<file path="config.mk">
export PLATFORM = sky130hd
export DESIGN_NAME = reload_timer
export DESIGN_NICKNAME = d
export VERILOG_FILES = /design/src/reload_timer_pkg.sv /design/src/reload_timer.sv /design/src/count_source_divider.sv /design/src/reload_down_counter.sv
export VERILOG_INCLUDE_DIRS = /design/src /design/src/src
export SDC_FILE = /design/constraint.sdc
export NUM_CORES = 1
export LEC_CHECK = 0
export BUFFER_PORTS_ARGS = -buffer_cell sky130_fd_sc_hd__buf_4
export CAP_MARGIN = 10
export CORE_ASPECT_RATIO = 2
export CORE_MARGIN = 2
export CORE_UTILIZATION = 25
export CTS_CLUSTER_DIAMETER = 30
export DETAILED_ROUTE_END_ITERATION = 7
export GPL_TIMING_DRIVEN = 0
export PLACE_DENSITY = 0.4
export SETUP_SLACK_MARGIN = 0.15
export SYNTH_ARGS = -nofsm -noshare
export SYNTH_HDL_FRONTEND = slang
export SYNTH_SLANG_ARGS = --single-unit
</file>
<file path="constraint.sdc">
create_clock -name clk_i -period 2.41 [get_ports clk_i]
set_input_delay 0.241 -clock clk_i [delete_from_list [all_inputs] [get_ports clk_i]]
set_output_delay 0.241 -clock clk_i [all_outputs]
set_load 0.01 [all_outputs]
</file>
<file path="src/reload_timer_consts.svh">
`ifndef RELOAD_TIMER_CONSTS_SVH
`define RELOAD_TIMER_CONSTS_SVH
// Overview of operation
// - Forced stop clears one-shot status flag.
// - One-shot register acts only in modes 10b, 11b.
// - Forced stop sets prescaler, primary, secondary FFh.
// - Primary and secondary reload counter alternately.
// - Primary read returns current timer count.
// - Source is f1, f2, f8 or companion.
// - Timer mode reloads primary on underflow.
// - Timer mode divides source by (n+1)(m+1).
// - Writing start bit 1 begins counting.
// - Start 0 or forced stop ends counting.
// - Timer mode interrupt on every underflow.
// - Timer mode ignores secondary, one-shot; pin port.
// - Stopped write loads reload and counter.
// - Running write: control bit 0 both, 1 reload.
// - Timer counts prescaler underflows, prescaler counts source.
// - Counter transfers sync to source, prescaler underflow.
// - Write-to-both reaches counter at next transfer.
// - Waveform mode pin inverts on every underflow.
// - Waveform starts with primary; one-shot unused.
// - Timer and prescaler are eight bits.
// - Forced stop resets start and active bits.
// - Waveform interrupt after secondary underflow, with pin.

// Byte offsets of the registers on the bus.
`define OFS_CONTROL 8'h00
`define OFS_ONE_SHOT 8'h04
`define OFS_OUTPUT 8'h08
`define OFS_MODE 8'h0C
`define OFS_PRESCALER 8'h10
`define OFS_SECONDARY 8'h14
`define OFS_PRIMARY 8'h18

// Field positions.
`define BIT_START 0
`define BIT_ACTIVE 1
`define BIT_STOP 2
`define BIT_OS_TRIGGER 0
`define BIT_OS_FLAG 1
`define BIT_OUT_LEVEL 0
`define BIT_OUT_PORT 1
`define MODE_HI 1
`define MODE_LO 0
`define BIT_WRITE_SEL 3
`define SRC_HI 5
`define SRC_LO 4

// Reset and forced-stop value of the reload registers and counters.
`define RESET_RELOAD 8'hFF

// Divider masks: a tick is issued when all masked divider bits are set.
`define DIV1_MASK 3'h0
`define DIV2_MASK 3'h1
`define DIV8_MASK 3'h7

`endif

</file>
<file path="src/reload_timer_pkg.sv">
package reload_timer_pkg;

    // Operating modes of the two-bit mode field.
    typedef enum logic [1:0] {
        MODE_TIMER = 2'b00,
        MODE_WAVE = 2'b01,
        MODE_ONESHOT = 2'b10,
        MODE_WAIT_ONESHOT = 2'b11
    } mode_t;

    // Count source selection.
    typedef enum logic [1:0] {
        SRC_F1 = 2'b00,
        SRC_F2 = 2'b01,
        SRC_F8 = 2'b10,
        SRC_COMPANION = 2'b11
    } src_t;

    // State of the count source divider.
    typedef struct packed {
        logic [2:0] div;
        logic tick;
    } div_state_t;

    // State of one reload down-counter.
    typedef struct packed {
        logic [7:0] cnt;
        logic pend;
    } cnt_state_t;

    // State of the timer top level.
    typedef struct packed {
        logic ack;
        logic [31:0] rdata;
        logic start;
        logic active;
        mode_t mode;
        logic write_sel;
        src_t src;
        logic out_level;
        logic out_port;
        logic os_flag;
        logic [7:0] pre_reload;
        logic [7:0] pri_reload;
        logic [7:0] sec_shadow;
        logic [7:0] sec_active;
        logic phase;
        logic pin;
        logic irq;
    } timer_state_t;

endpackage

</file>
<file path="src/reload_timer.sv">
`timescale 1ns/1ps
`include "reload_timer_consts.svh"

module reload_timer
    import reload_timer_pkg::*;
(
    input wire logic clk_i,
    input wire logic rst_i,
    input wire logic [7:0] adr_i,
    input wire logic [31:0] dat_i,
    output logic [31:0] dat_o,
    input wire logic we_i,
    input wire logic [3:0] sel_i,
    input wire logic cyc_i,
    input wire logic stb_i,
    output logic ack_o,
    input wire logic companion_uf_i,
    output logic pulse_output_pin_o,
    output logic timer_irq_o
);

    timer_state_t q; // Registered state.
    timer_state_t next_q; // Next state.

    logic req; // A bus cycle is being presented.
    logic wr; // Write takes effect at the edge where ack is seen.
    logic [7:0] wdat; // Low byte of write data; all registers are 8 bits wide.
    logic wr_ctrl; // Write to timer_control_reg.
    logic wr_os; // Write to one_shot_control_reg.
    logic wr_out; // Write to output_control_reg.
    logic wr_mode; // Write to timer_mode_reg.
    logic wr_pre; // Write to prescaler_reg.
    logic wr_sec; // Write to secondary_reload_reg.
    logic wr_pri; // Write to primary_reload_reg.
    logic stop_wr; // Forced stop requested in this cycle.
    logic run_both; // Running writes go to reload and counter.
    logic [31:0] rd_data; // Read multiplexer output.
    logic div_tick; // One pulse per count source period.
    logic tick; // Count source gated by count activity.
    logic pre_load; // Direct load of the prescaler counter.
    logic tmr_load; // Direct load of the timer counter.
    logic [7:0] load_val; // Value for a direct load.
    logic [7:0] tmr_next; // Value reloaded on timer underflow.
    logic [7:0] pre_cnt; // Prescaler counter, eight bits wide.
    logic [7:0] tmr_cnt; // Timer counter, eight bits wide.
    logic pre_uf; // Prescaler underflow pulse.
    logic tmr_uf; // Timer underflow pulse.

    // Bus decode. The write is applied on the edge where the master sees ack,
    // so a request held past ack is applied again each time ack returns, every second cycle.
    assign req = cyc_i && stb_i;
    assign wr = req && we_i && q.ack && sel_i[0];
    assign wdat = dat_i[7:0];
    assign wr_ctrl = wr && (adr_i == `OFS_CONTROL);
    assign wr_os = wr && (adr_i == `OFS_ONE_SHOT);
    assign wr_out = wr && (adr_i == `OFS_OUTPUT);
    assign wr_mode = wr && (adr_i == `OFS_MODE);
    assign wr_pre = wr && (adr_i == `OFS_PRESCALER);
    assign wr_sec = wr && (adr_i == `OFS_SECONDARY);
    assign wr_pri = wr && (adr_i == `OFS_PRIMARY);
    assign stop_wr = wr_ctrl && wdat[`BIT_STOP];

    // Read multiplexer. Unmapped offsets read as zero and are still acknowledged.
    always_comb
    begin
        rd_data = 32'h0000_0000;
        case (adr_i)
            `OFS_CONTROL:
            begin
                // The forced-stop bit is write-only and reads as zero.
                rd_data[`BIT_START] = q.start;
                rd_data[`BIT_ACTIVE] = q.active;
            end
            `OFS_ONE_SHOT: rd_data[`BIT_OS_FLAG] = q.os_flag;
            `OFS_OUTPUT:
            begin
                rd_data[`BIT_OUT_LEVEL] = q.out_level;
                rd_data[`BIT_OUT_PORT] = q.out_port;
            end
            `OFS_MODE:
            begin
                rd_data[`MODE_HI:`MODE_LO] = q.mode;
                rd_data[`BIT_WRITE_SEL] = q.write_sel;
                rd_data[`SRC_HI:`SRC_LO] = q.src;
            end
            // Prescaler and primary return counter values; secondary returns its reload shadow.
            `OFS_PRESCALER: rd_data[7:0] = pre_cnt;
            `OFS_SECONDARY: rd_data[7:0] = q.sec_shadow;
            `OFS_PRIMARY: rd_data[7:0] = tmr_cnt;
            default: rd_data = 32'h0000_0000;
        endcase
    end

    // Count source: f1, f2, f8 or the companion timer underflow.
    count_source_divider i_count_source_divider (
        .clk_i(clk_i),
        .rst_i(rst_i),
        .src_i(q.src),
        .companion_uf_i(companion_uf_i),
        .tick_o(div_tick)
    );

    // Only a counting timer consumes count source ticks.
    assign tick = div_tick && q.active;

    // Running write-to-both only exists in timer mode with the select bit at 0;
    // elsewhere running writes reach the reload register only.
    assign run_both = q.active && (q.mode == MODE_TIMER) && !q.write_sel;

    // Stopped writes load the counter at once; forced stop loads FFh.
    assign pre_load = stop_wr || (wr_pre && !q.active);
    assign tmr_load = stop_wr || (wr_pri && !q.active);
    assign load_val = stop_wr ? `RESET_RELOAD : wdat;

    // In waveform mode the end of a primary period loads the secondary value,
    // otherwise the primary value is reloaded.
    assign tmr_next = (q.mode == MODE_WAVE && !q.phase) ? q.sec_active : q.pri_reload;

    // Prescaler counts the selected source; its reload is synchronous to it.
    reload_down_counter i_prescaler (
        .clk_i(clk_i),
        .rst_i(rst_i),
        .step_i(tick),
        .load_i(pre_load),
        .load_val_i(load_val),
        .pend_i(wr_pre && run_both),
        .pend_val_i(q.pre_reload),
        .next_val_i(q.pre_reload),
        .cnt_o(pre_cnt),
        .uf_o(pre_uf)
    );

    // Timer counts prescaler underflows, giving a (n+1)(m+1) division.
    reload_down_counter i_timer (
        .clk_i(clk_i),
        .rst_i(rst_i),
        .step_i(pre_uf),
        .load_i(tmr_load),
        .load_val_i(load_val),
        .pend_i(wr_pri && run_both),
        .pend_val_i(q.pri_reload),
        .next_val_i(tmr_next),
        .cnt_o(tmr_cnt),
        .uf_o(tmr_uf)
    );

    // Next state: bus answer, register writes, start/stop and output phase.
    always_comb
    begin
        next_q = q;
        next_q.irq = 1'b0;
        // Single-cycle ack; dropped in the cycle after it was given.
        next_q.ack = req && !q.ack;
        if (req && !q.ack)
            next_q.rdata = rd_data;
        // Activity follows the start bit one cycle later.
        next_q.active = q.start;
        // A fresh start always begins with the primary period.
        if (q.start && !q.active)
            next_q.phase = 1'b0;
        if (wr_os && q.mode[`MODE_HI] && q.active && wdat[`BIT_OS_TRIGGER])
            next_q.os_flag = 1'b1;
        if (wr_out)
        begin
            next_q.out_level = wdat[`BIT_OUT_LEVEL];
            next_q.out_port = wdat[`BIT_OUT_PORT];
        end
        if (wr_mode)
        begin
            next_q.mode = mode_t'(wdat[`MODE_HI:`MODE_LO]);
            next_q.write_sel = wdat[`BIT_WRITE_SEL];
            next_q.src = src_t'(wdat[`SRC_HI:`SRC_LO]);
        end
        if (wr_pre)
            next_q.pre_reload = wdat;
        if (wr_sec)
        begin
            // While running, a new secondary value waits for the primary write,
            // so both halves of the waveform change together.
            next_q.sec_shadow = wdat;
            if (!q.active)
                next_q.sec_active = wdat;
        end
        if (wr_pri)
        begin
            next_q.pri_reload = wdat;
            next_q.sec_active = q.sec_shadow;
        end
        if (tmr_uf)
        begin
            if (q.mode == MODE_WAVE)
            begin
                // Interrupt after the secondary period only.
                next_q.phase = !q.phase;
                next_q.irq = q.phase;
            end
            else if (q.mode == MODE_TIMER)
                next_q.irq = 1'b1;
        end
        if (wr_ctrl)
        begin
            next_q.start = wdat[`BIT_START];
            if (wdat[`BIT_STOP])
            begin
                // Forced stop wins over the other updates in this cycle, except an underflow interrupt pulse.
                next_q.start = 1'b0;
                next_q.active = 1'b0;
                next_q.os_flag = 1'b0;
                next_q.pre_reload = `RESET_RELOAD;
                next_q.pri_reload = `RESET_RELOAD;
                next_q.sec_shadow = `RESET_RELOAD;
                next_q.sec_active = `RESET_RELOAD;
                next_q.phase = 1'b0;
            end
        end
        // Pin: waveform level in waveform mode, plain port latch otherwise.
        if (next_q.mode == MODE_WAVE)
            next_q.pin = next_q.phase ^ next_q.out_level;
        else
            next_q.pin = next_q.out_port;
    end

    // State register. Reset leaves everything stopped and cleared, with the reload registers and counters at FFh.
    always_ff @(posedge clk_i)
    begin
        if (rst_i)
        begin
            q <= '0;
            q.pre_reload <= `RESET_RELOAD;
            q.pri_reload <= `RESET_RELOAD;
            q.sec_shadow <= `RESET_RELOAD;
            q.sec_active <= `RESET_RELOAD;
        end
        else
            q <= next_q;
    end

    assign ack_o = q.ack;
    assign dat_o = q.rdata;
    assign pulse_output_pin_o = q.pin;
    assign timer_irq_o = q.irq;
endmodule // reload_timer

</file>
<file path="src/count_source_divider.sv">
`timescale 1ns/1ps
`include "reload_timer_consts.svh"

module count_source_divider
    import reload_timer_pkg::*;
(
    input wire logic clk_i,
    input wire logic rst_i,
    input wire src_t src_i,
    input wire logic companion_uf_i,
    output logic tick_o
);

    div_state_t q; // Registered state.
    div_state_t next_q; // Next state.
    logic [2:0] mask; // Divider bits that must all be set for a tick.

    // Next state: free-running divider and one registered tick per source period.
    always_comb
    begin
        next_q = q;
        next_q.div = q.div + 3'h1;
        mask = `DIV1_MASK;
        case (src_i)
            SRC_F2: mask = `DIV2_MASK;
            SRC_F8: mask = `DIV8_MASK;
            default: mask = `DIV1_MASK;
        endcase
        // The companion underflow comes from same-clock logic, so no synchroniser.
        if (src_i == SRC_COMPANION)
            next_q.tick = companion_uf_i;
        else
            next_q.tick = ((q.div & mask) == mask);
    end

    // State register.
    always_ff @(posedge clk_i)
    begin
        if (rst_i)
            q <= '0;
        else
            q <= next_q;
    end

    assign tick_o = q.tick;
endmodule // count_source_divider

</file>
<file path="src/reload_down_counter.sv">
`timescale 1ns/1ps

module reload_down_counter
    import reload_timer_pkg::*;
(
    input wire logic clk_i,
    input wire logic rst_i,
    input wire logic step_i,
    input wire logic load_i,
    input wire logic [7:0] load_val_i,
    input wire logic pend_i,
    input wire logic [7:0] pend_val_i,
    input wire logic [7:0] next_val_i,
    output logic [7:0] cnt_o,
    output logic uf_o
);

    cnt_state_t q; // Registered state.
    cnt_state_t next_q; // Next state.

    // A pending write-to-both replaces the next step instead of underflowing.
    assign uf_o = step_i && !q.pend && (q.cnt == 8'h00);
    assign cnt_o = q.cnt;

    // Next state of the counter.
    always_comb
    begin
        next_q = q;
        if (load_i)
        begin
            // Direct load while stopped or on a forced stop.
            next_q.cnt = load_val_i;
            next_q.pend = 1'b0;
        end
        else
        begin
            if (step_i)
            begin
                // Transfers happen only on a step of the feeding source.
                if (q.pend)
                    next_q.cnt = pend_val_i;
                else if (q.cnt == 8'h00)
                    next_q.cnt = next_val_i;
                else
                    next_q.cnt = q.cnt - 8'h01;
                next_q.pend = 1'b0;
            end
            // A new request in the step cycle waits for the following step.
            if (pend_i)
                next_q.pend = 1'b1;
        end
    end

    // State register.
    always_ff @(posedge clk_i)
    begin
        if (rst_i)
        begin
            q.cnt <= 8'hFF;
            q.pend <= 1'b0;
        end
        else
            q <= next_q;
    end
endmodule // reload_down_counter

</file>
* Word-level counts from Yosys, hierarchy flattened
Cells that the tools add are included.
** Operators by class
- Add/subtract/negate cells :: 3
- Multiply operators :: 0
- Div/mod/pow operators :: 0
- Order comparisons :: 0
- Equality and inequality tests :: 12
- Shifts and indexed selects :: 0
- Multiplexer cells :: 37
- Bitwise logic cells :: 3
- Reduce and logical (&&, ||, !) cells :: 48
** Operators with widths (number)
- $mux W8 :: 10
- $mux W34 :: 2
- $mux W9 :: 4
- $logic_and A1 B1 Y1 :: 29
- $eq A8 B5 Y1 const B :: 3
- $logic_not A8 Y1 :: 3
- $eq A8 B4 Y1 const B :: 2
- $mux W16 :: 1
- $sub A8 B1 Y8 const B :: 2
- $pmux W3 S4 :: 1
- $mux W1 :: 11
- $eq A8 B3 Y1 const B :: 1
- $reduce_bool A2 Y1 :: 4
- $pmux W1 S7 :: 1
- $eq A2 B1 Y1 const B :: 3
- $logic_not A1 Y1 :: 6
- $pmux W1 S6 :: 1
- $pmux W2 S3 :: 1
- $pmux W3 S2 :: 1
- $reduce_or A2 Y1 :: 3
- $mux W5 :: 1
- $eq A2 B2 Y1 const B :: 2
- $mux W2 :: 2
- $add A3 B1 Y3 const B :: 1
- 7 further kinds :: 8
** Word-level totals
- Flip-flop bits (word level) :: 76
- Bits in latches :: 0
- Bits in writable memories :: 0
- Memory bits (read-only) :: 0
- Bits of input ports :: 50
- Output and inout port bits :: 35
- Word-level logic and storage cells :: 126
- Memories kept :: 0

* Longest topological paths before layout
- Depth in word-level cells :: 13
- Mapped depth :: 8
- Mapped depth without buffers :: 7

* Hierarchy
Synthesis repeated with hierarchy kept, for this count alone.
** Unflattened totals
- Cell total of the unflattened synthesis :: 601
- Area total of the unflattened synthesis :: 4849.7 µm²
** Modules (own cells, without submodules)
- reload_timer :: instances 1, cells an instance 361, area an instance 2956.6 µm², sequential area each 1081.0 µm²
- reload_down_counter :: instances 2, cells an instance 112, area an instance 857.1 µm², sequential area each 180.2 µm²
- count_source_divider :: instances 1, cells an instance 16, area an instance 178.9 µm², sequential area each 80.1 µm²

* Worst setup path before layout
No wires, ideal clock.
- Path type :: reg2reg
- Start :: register i_prescaler.q (netlist bit i_prescaler.cnt_o[0])
- End :: register i_timer.q (netlist bit i_timer.cnt_o[1])
- Setup time :: 128 ps
- Arrival time :: 1963 ps
- Required time :: 2282 ps
- Path slack :: 320 ps
- Stages on the path, launching flop included :: 8
- Buffers on the path :: 1
- Period minus slack after synthesis :: 2090 ps
- Path through :: dfxtp_1 inv_1 ha_1 or3b_2 or4_4 buf_6 a311oi_2 o31ai_1
** Between the ends
- Longest elaborated chain between the ends :: 3
** Ends and longest elaborated chain
- from (decl) :: RTL line reload_down_counter.sv:18 : cnt_state_t q;
- from (signal assigned) :: RTL line reload_down_counter.sv:63 : q <= next_q;
- $logic_not A8 Y1 :: RTL line reload_down_counter.sv:22 : assign uf_o = step_i && !q.pend && (q.cnt == 8'h00);
- $logic_and A1 B1 Y1 :: RTL line reload_down_counter.sv:22
- $reduce_bool A2 Y1 (no line)
- to (signal assigned) :: RTL line reload_down_counter.sv:63
- to (decl) :: RTL line reload_down_counter.sv:18
Every way passes these cells.
A chain may end at the register's enable or synchronous reset.

* Worst setup path in the final report
- Start :: register i_prescaler.q (netlist bit i_prescaler.cnt_o[2])
- End :: register i_timer.q (netlist bit i_timer.cnt_o[5])
Same word-level chain as after synthesis.

==> flow_metrics.env <==
export IMPL_status="complete, no violations"
export IMPL_powerDensity_nw_per_um2=556
export IMPL_path_max_fanout=10
export IMPL_drt_iter0_markers=232
export IMPL_clk_path_buf_depth=2
export IMPL_grt_overflow=0
export IMPL_top_usage_layer="met2"
export IMPL_antenna_cells=0
export IMPL_vias_per_cell=5.12
export IMPL_drt_total_wl_mm=16.3
export IMPL_slew_violations=0
export IMPL_worst_pin_slew_ns=0.758
export IMPL_yosys_area_top_type_share=0.342
export IMPL_dpl_hpwl_mm=12.2
export IMPL_vdd_drop_max_v=0.000282
export IMPL_r2r_end="i_timer.cnt_o[5]"
export IMPL_die_area_sq_um=18900
export IMPL_nets=662
export IMPL_core_sq_um=17600
export IMPL_synth_flop_cell="dfxtp_1"
export IMPL_cp_end_kind="flop"
export IMPL_start_util=0.252
export IMPL_avgSynthCellArea_sq_um=8.26
export IMPL_leakagePower_uw=0.00219
export IMPL_grt_start_max_net_pins=13
export IMPL_path_delay_family="simple AND/OR/NAND/NOR gates"
export IMPL_layout_commonest_cell="dfxtp_1"
export IMPL_port_buffer_count=30
export IMPL_hold_violations=0
export IMPL_ios=85
export IMPL_rrSetupSlack_ns=0.22
export IMPL_core_rowCount=69
export IMPL_min_period_over_period=0.907
export IMPL_synth_top_family_by_area="simple AND/OR/NAND/NOR gates"
export IMPL_maxCapViolations=0
export IMPL_critPathArrivalTime_ns=2.41
export IMPL_syn_inst=538
export IMPL_ys_warn_count=0
export IMPL_drc=0
export IMPL_worst_setup_path_start_kind="flop"
export IMPL_dp_cells=804
export IMPL_seq_area_frac_synth=0.342
export IMPL_synthMuxAreaShare=0.0282
export IMPL_drive_above_1_share=0.213
export IMPL_hold_ws_ns=0.146
export IMPL_multi_input_area_sq_um=2650
export IMPL_synth_top_area_cell="dfxtp_1"
export IMPL_routedWlPerCell_um=19.7
export IMPL_drtAntennaViolNets=0
export IMPL_final_cell_mix="dfxtp_1, buf_4, nor2_1"
export IMPL_htreeDepth=3
export IMPL_clockRootBuffer="clkbuf_16"
export IMPL_synth_compound_area_share=0.235
export IMPL_antenna_found_initial=0
export IMPL_grt_pass1_wl_mm=24.6
export IMPL_die_h_um=193
export IMPL_setup_viol=0
export IMPL_hold_path_cell_count=3
export IMPL_rsz0062_at_grt="no"
export IMPL_use_met1=0.221
export IMPL_rr_worst_depth=6
export IMPL_critPathSlowestCell="or4_4"
export IMPL_min_delay_start="companion_uf_i"
export IMPL_synth_area_leaders="dfxtp_1, buf_4, o211ai_1"
export IMPL_met2_usage=0.288
export IMPL_ys_types=75
export IMPL_final_area_sq_um=5480
export IMPL_required_ns=2.63
export IMPL_min_to="i_count_source_divider.tick_o"
export IMPL_grt_usage=0.174
export IMPL_synthAdderAreaFrac=0.0197
export IMPL_final_cells=823
export IMPL_use_met3=0.0268
export IMPL_clkTransAtPathRegs_ns=0.06
export IMPL_ys_seq_elements=76
export IMPL_placedInstanceArea_sq_um=5020
export IMPL_synth_edf_count=0
export IMPL_clock_skew_ns=0.00895
export IMPL_die_w_um=98.3
export IMPL_clock_fmax_ghz=0.458
export IMPL_num_vias=4216
export IMPL_clock_latency_ns=0.35
export IMPL_fillers=1930
export IMPL_gp_congestion=0.819
export IMPL_regArea_sq_um=1520
export IMPL_synth_simple_area_share=0.257
export IMPL_clock_sinks=76
export IMPL_cts_buffers=9
export IMPL_path_buf_inv=2
export IMPL_cts_tree="yes"
export IMPL_crit_chain="buf_6, or4_4, or4_4, buf_6, a311oi_2, o31ai_1"
export IMPL_max_stage_delay_ns=0.57
export IMPL_crit_type="flop to flop"
export IMPL_relSlewSlack=0.495
export IMPL_grt_pass1_vias=4127
export IMPL_syn_to_final_growth_pct=23.3
export IMPL_min_period_ns=2.19
export IMPL_synth_area_sq_um=4440
export IMPL_regToRegStartpoint="i_prescaler.cnt_o[2]"
export IMPL_firstDrtPassIters=4
export IMPL_holdCritPathClass="input pin to flop"
export IMPL_synthArstFlopShare=0
export IMPL_synth_xor_area_frac=0.0158
-- metal layers --
layer / vias up / share of wire / routed length [um]
li1: 2074 / - / -
met1: 2011 / 0.44 / 7140
met2: 99 / 0.48 / 7870
met3: 32 / 0.037 / 606
met4: 0 / 0.039 / 635
met5: - / 0 / 0
-- worst register-to-register path: stages, from the launching register on --
cell      delay (ns)
dfxtp_1         0.30
buf_6           0.13
or4_4           0.57
or4_4           0.53
buf_6           0.17
a311oi_2        0.26
o31ai_1         0.10
-- how the worst max path moves through the flow --
stage / startpoint / to / slack, ns / cells after the start
global placement: adr_i[3] / q[31] / -0.39 / 8
detailed placement: adr_i[3] / q[27] / -0.41 / 8
finish: i_prescaler.cnt_o[2] / i_timer.cnt_o[5] / 0.22 / 6
global route: adr_i[2] / q[17] / 0.15 / 8
floorplan: i_prescaler.cnt_o[0] / i_timer.cnt_o[1] / 0.32 / 7
CTS: adr_i[2] / q[13] / 0.15 / 8
-- synthesized netlist by cell type, drive strengths merged (3+ instances only) --
cell     number
a211oi        4
a21o          3
a21oi        29
a221oi        3
a22oi         5
a311oi        4
a31oi         8
and2          3
and3          6
buf          41
clkbuf       24
dfxtp        76
ha            7
inv          17
mux2i         8
nand2        44
nand2b        4
nand3        33
nand4         6
nor2         53
nor2b         5
nor3          6
nor3b         4
nor4         10
nor4b         5
o2111ai       3
o211ai       27
o21ai        36
o311a         8
o31ai         6
or2           3
or3b          3
or4           8
xnor2         4
xor2          4
-- sequential cells by signal (all words and copies together) (netlist names) --
signal / flops
ack_o: 1
dat_o: 8
i_count_source_divider.q: 3
i_count_source_divider.tick_o: 1
i_prescaler.cnt_o: 8
i_prescaler.q: 1
i_timer.cnt_o: 8
i_timer.q: 1
pulse_output_pin_o: 1
q: 43
timer_irq_o: 1
-- metrics by stage --
step | TNS (ns) | setup slack, ns | total power (uW) | util
finish | 0 | 0.224 | 3040 | 0.311
global route | 0 | 0.153 | 3140 | 0.311
CTS | 0 | 0.151 | 3060 | 0.307
detailed placement | -10.24 | -0.405 | 1500 | 0.285
global placement | -10.50 | -0.388 | 1500 | 0.285
floorplan | 0 | 0.320 | 1420 | -
-- kinds of logic (layout without fill, tap and decap cells) --
| group | after synthesis | count (layout) |
|---|---|---|
| DFF | 76 | 76 |
| and+or+nand+nor | 203 | 203 |
| buffers and inverters | 82 | 131 |
| xor gates and xnor gates | 8 | 8 |
| other | 1 | 24 |
| adders and majority gates | 7 | 7 |
| AOI/OAI and AO/OA | 150 | 150 |
| muxes | 11 | 11 |
-- report_power, final --
group / internal (uW) / switching, uW
clock network: 994 / 572
registers: 1260 / 4.72
logic: 77.8 / 133
total: 2330 / 710
-- layout make-up --
type | count | share of cell area
multi-input combinational | 403 | 0.483
sequential | 76 | 0.278
buffer | 65 | 0.0717
clock buffer | 13 | 0.0493
tap | 213 | 0.0487
timing repair buffer | 33 | 0.0452
clock inverter | 3 | 0.0123
inverter | 17 | 0.0116
-- what timing repair did --
action,in CTS,in global routing
setup buffers,2,1
hold buffers,0,0
gates resized for setup,10,17
pin swaps,2,2
setup endpoints to repair,37,41
Power figures use the tool's default switching activity.
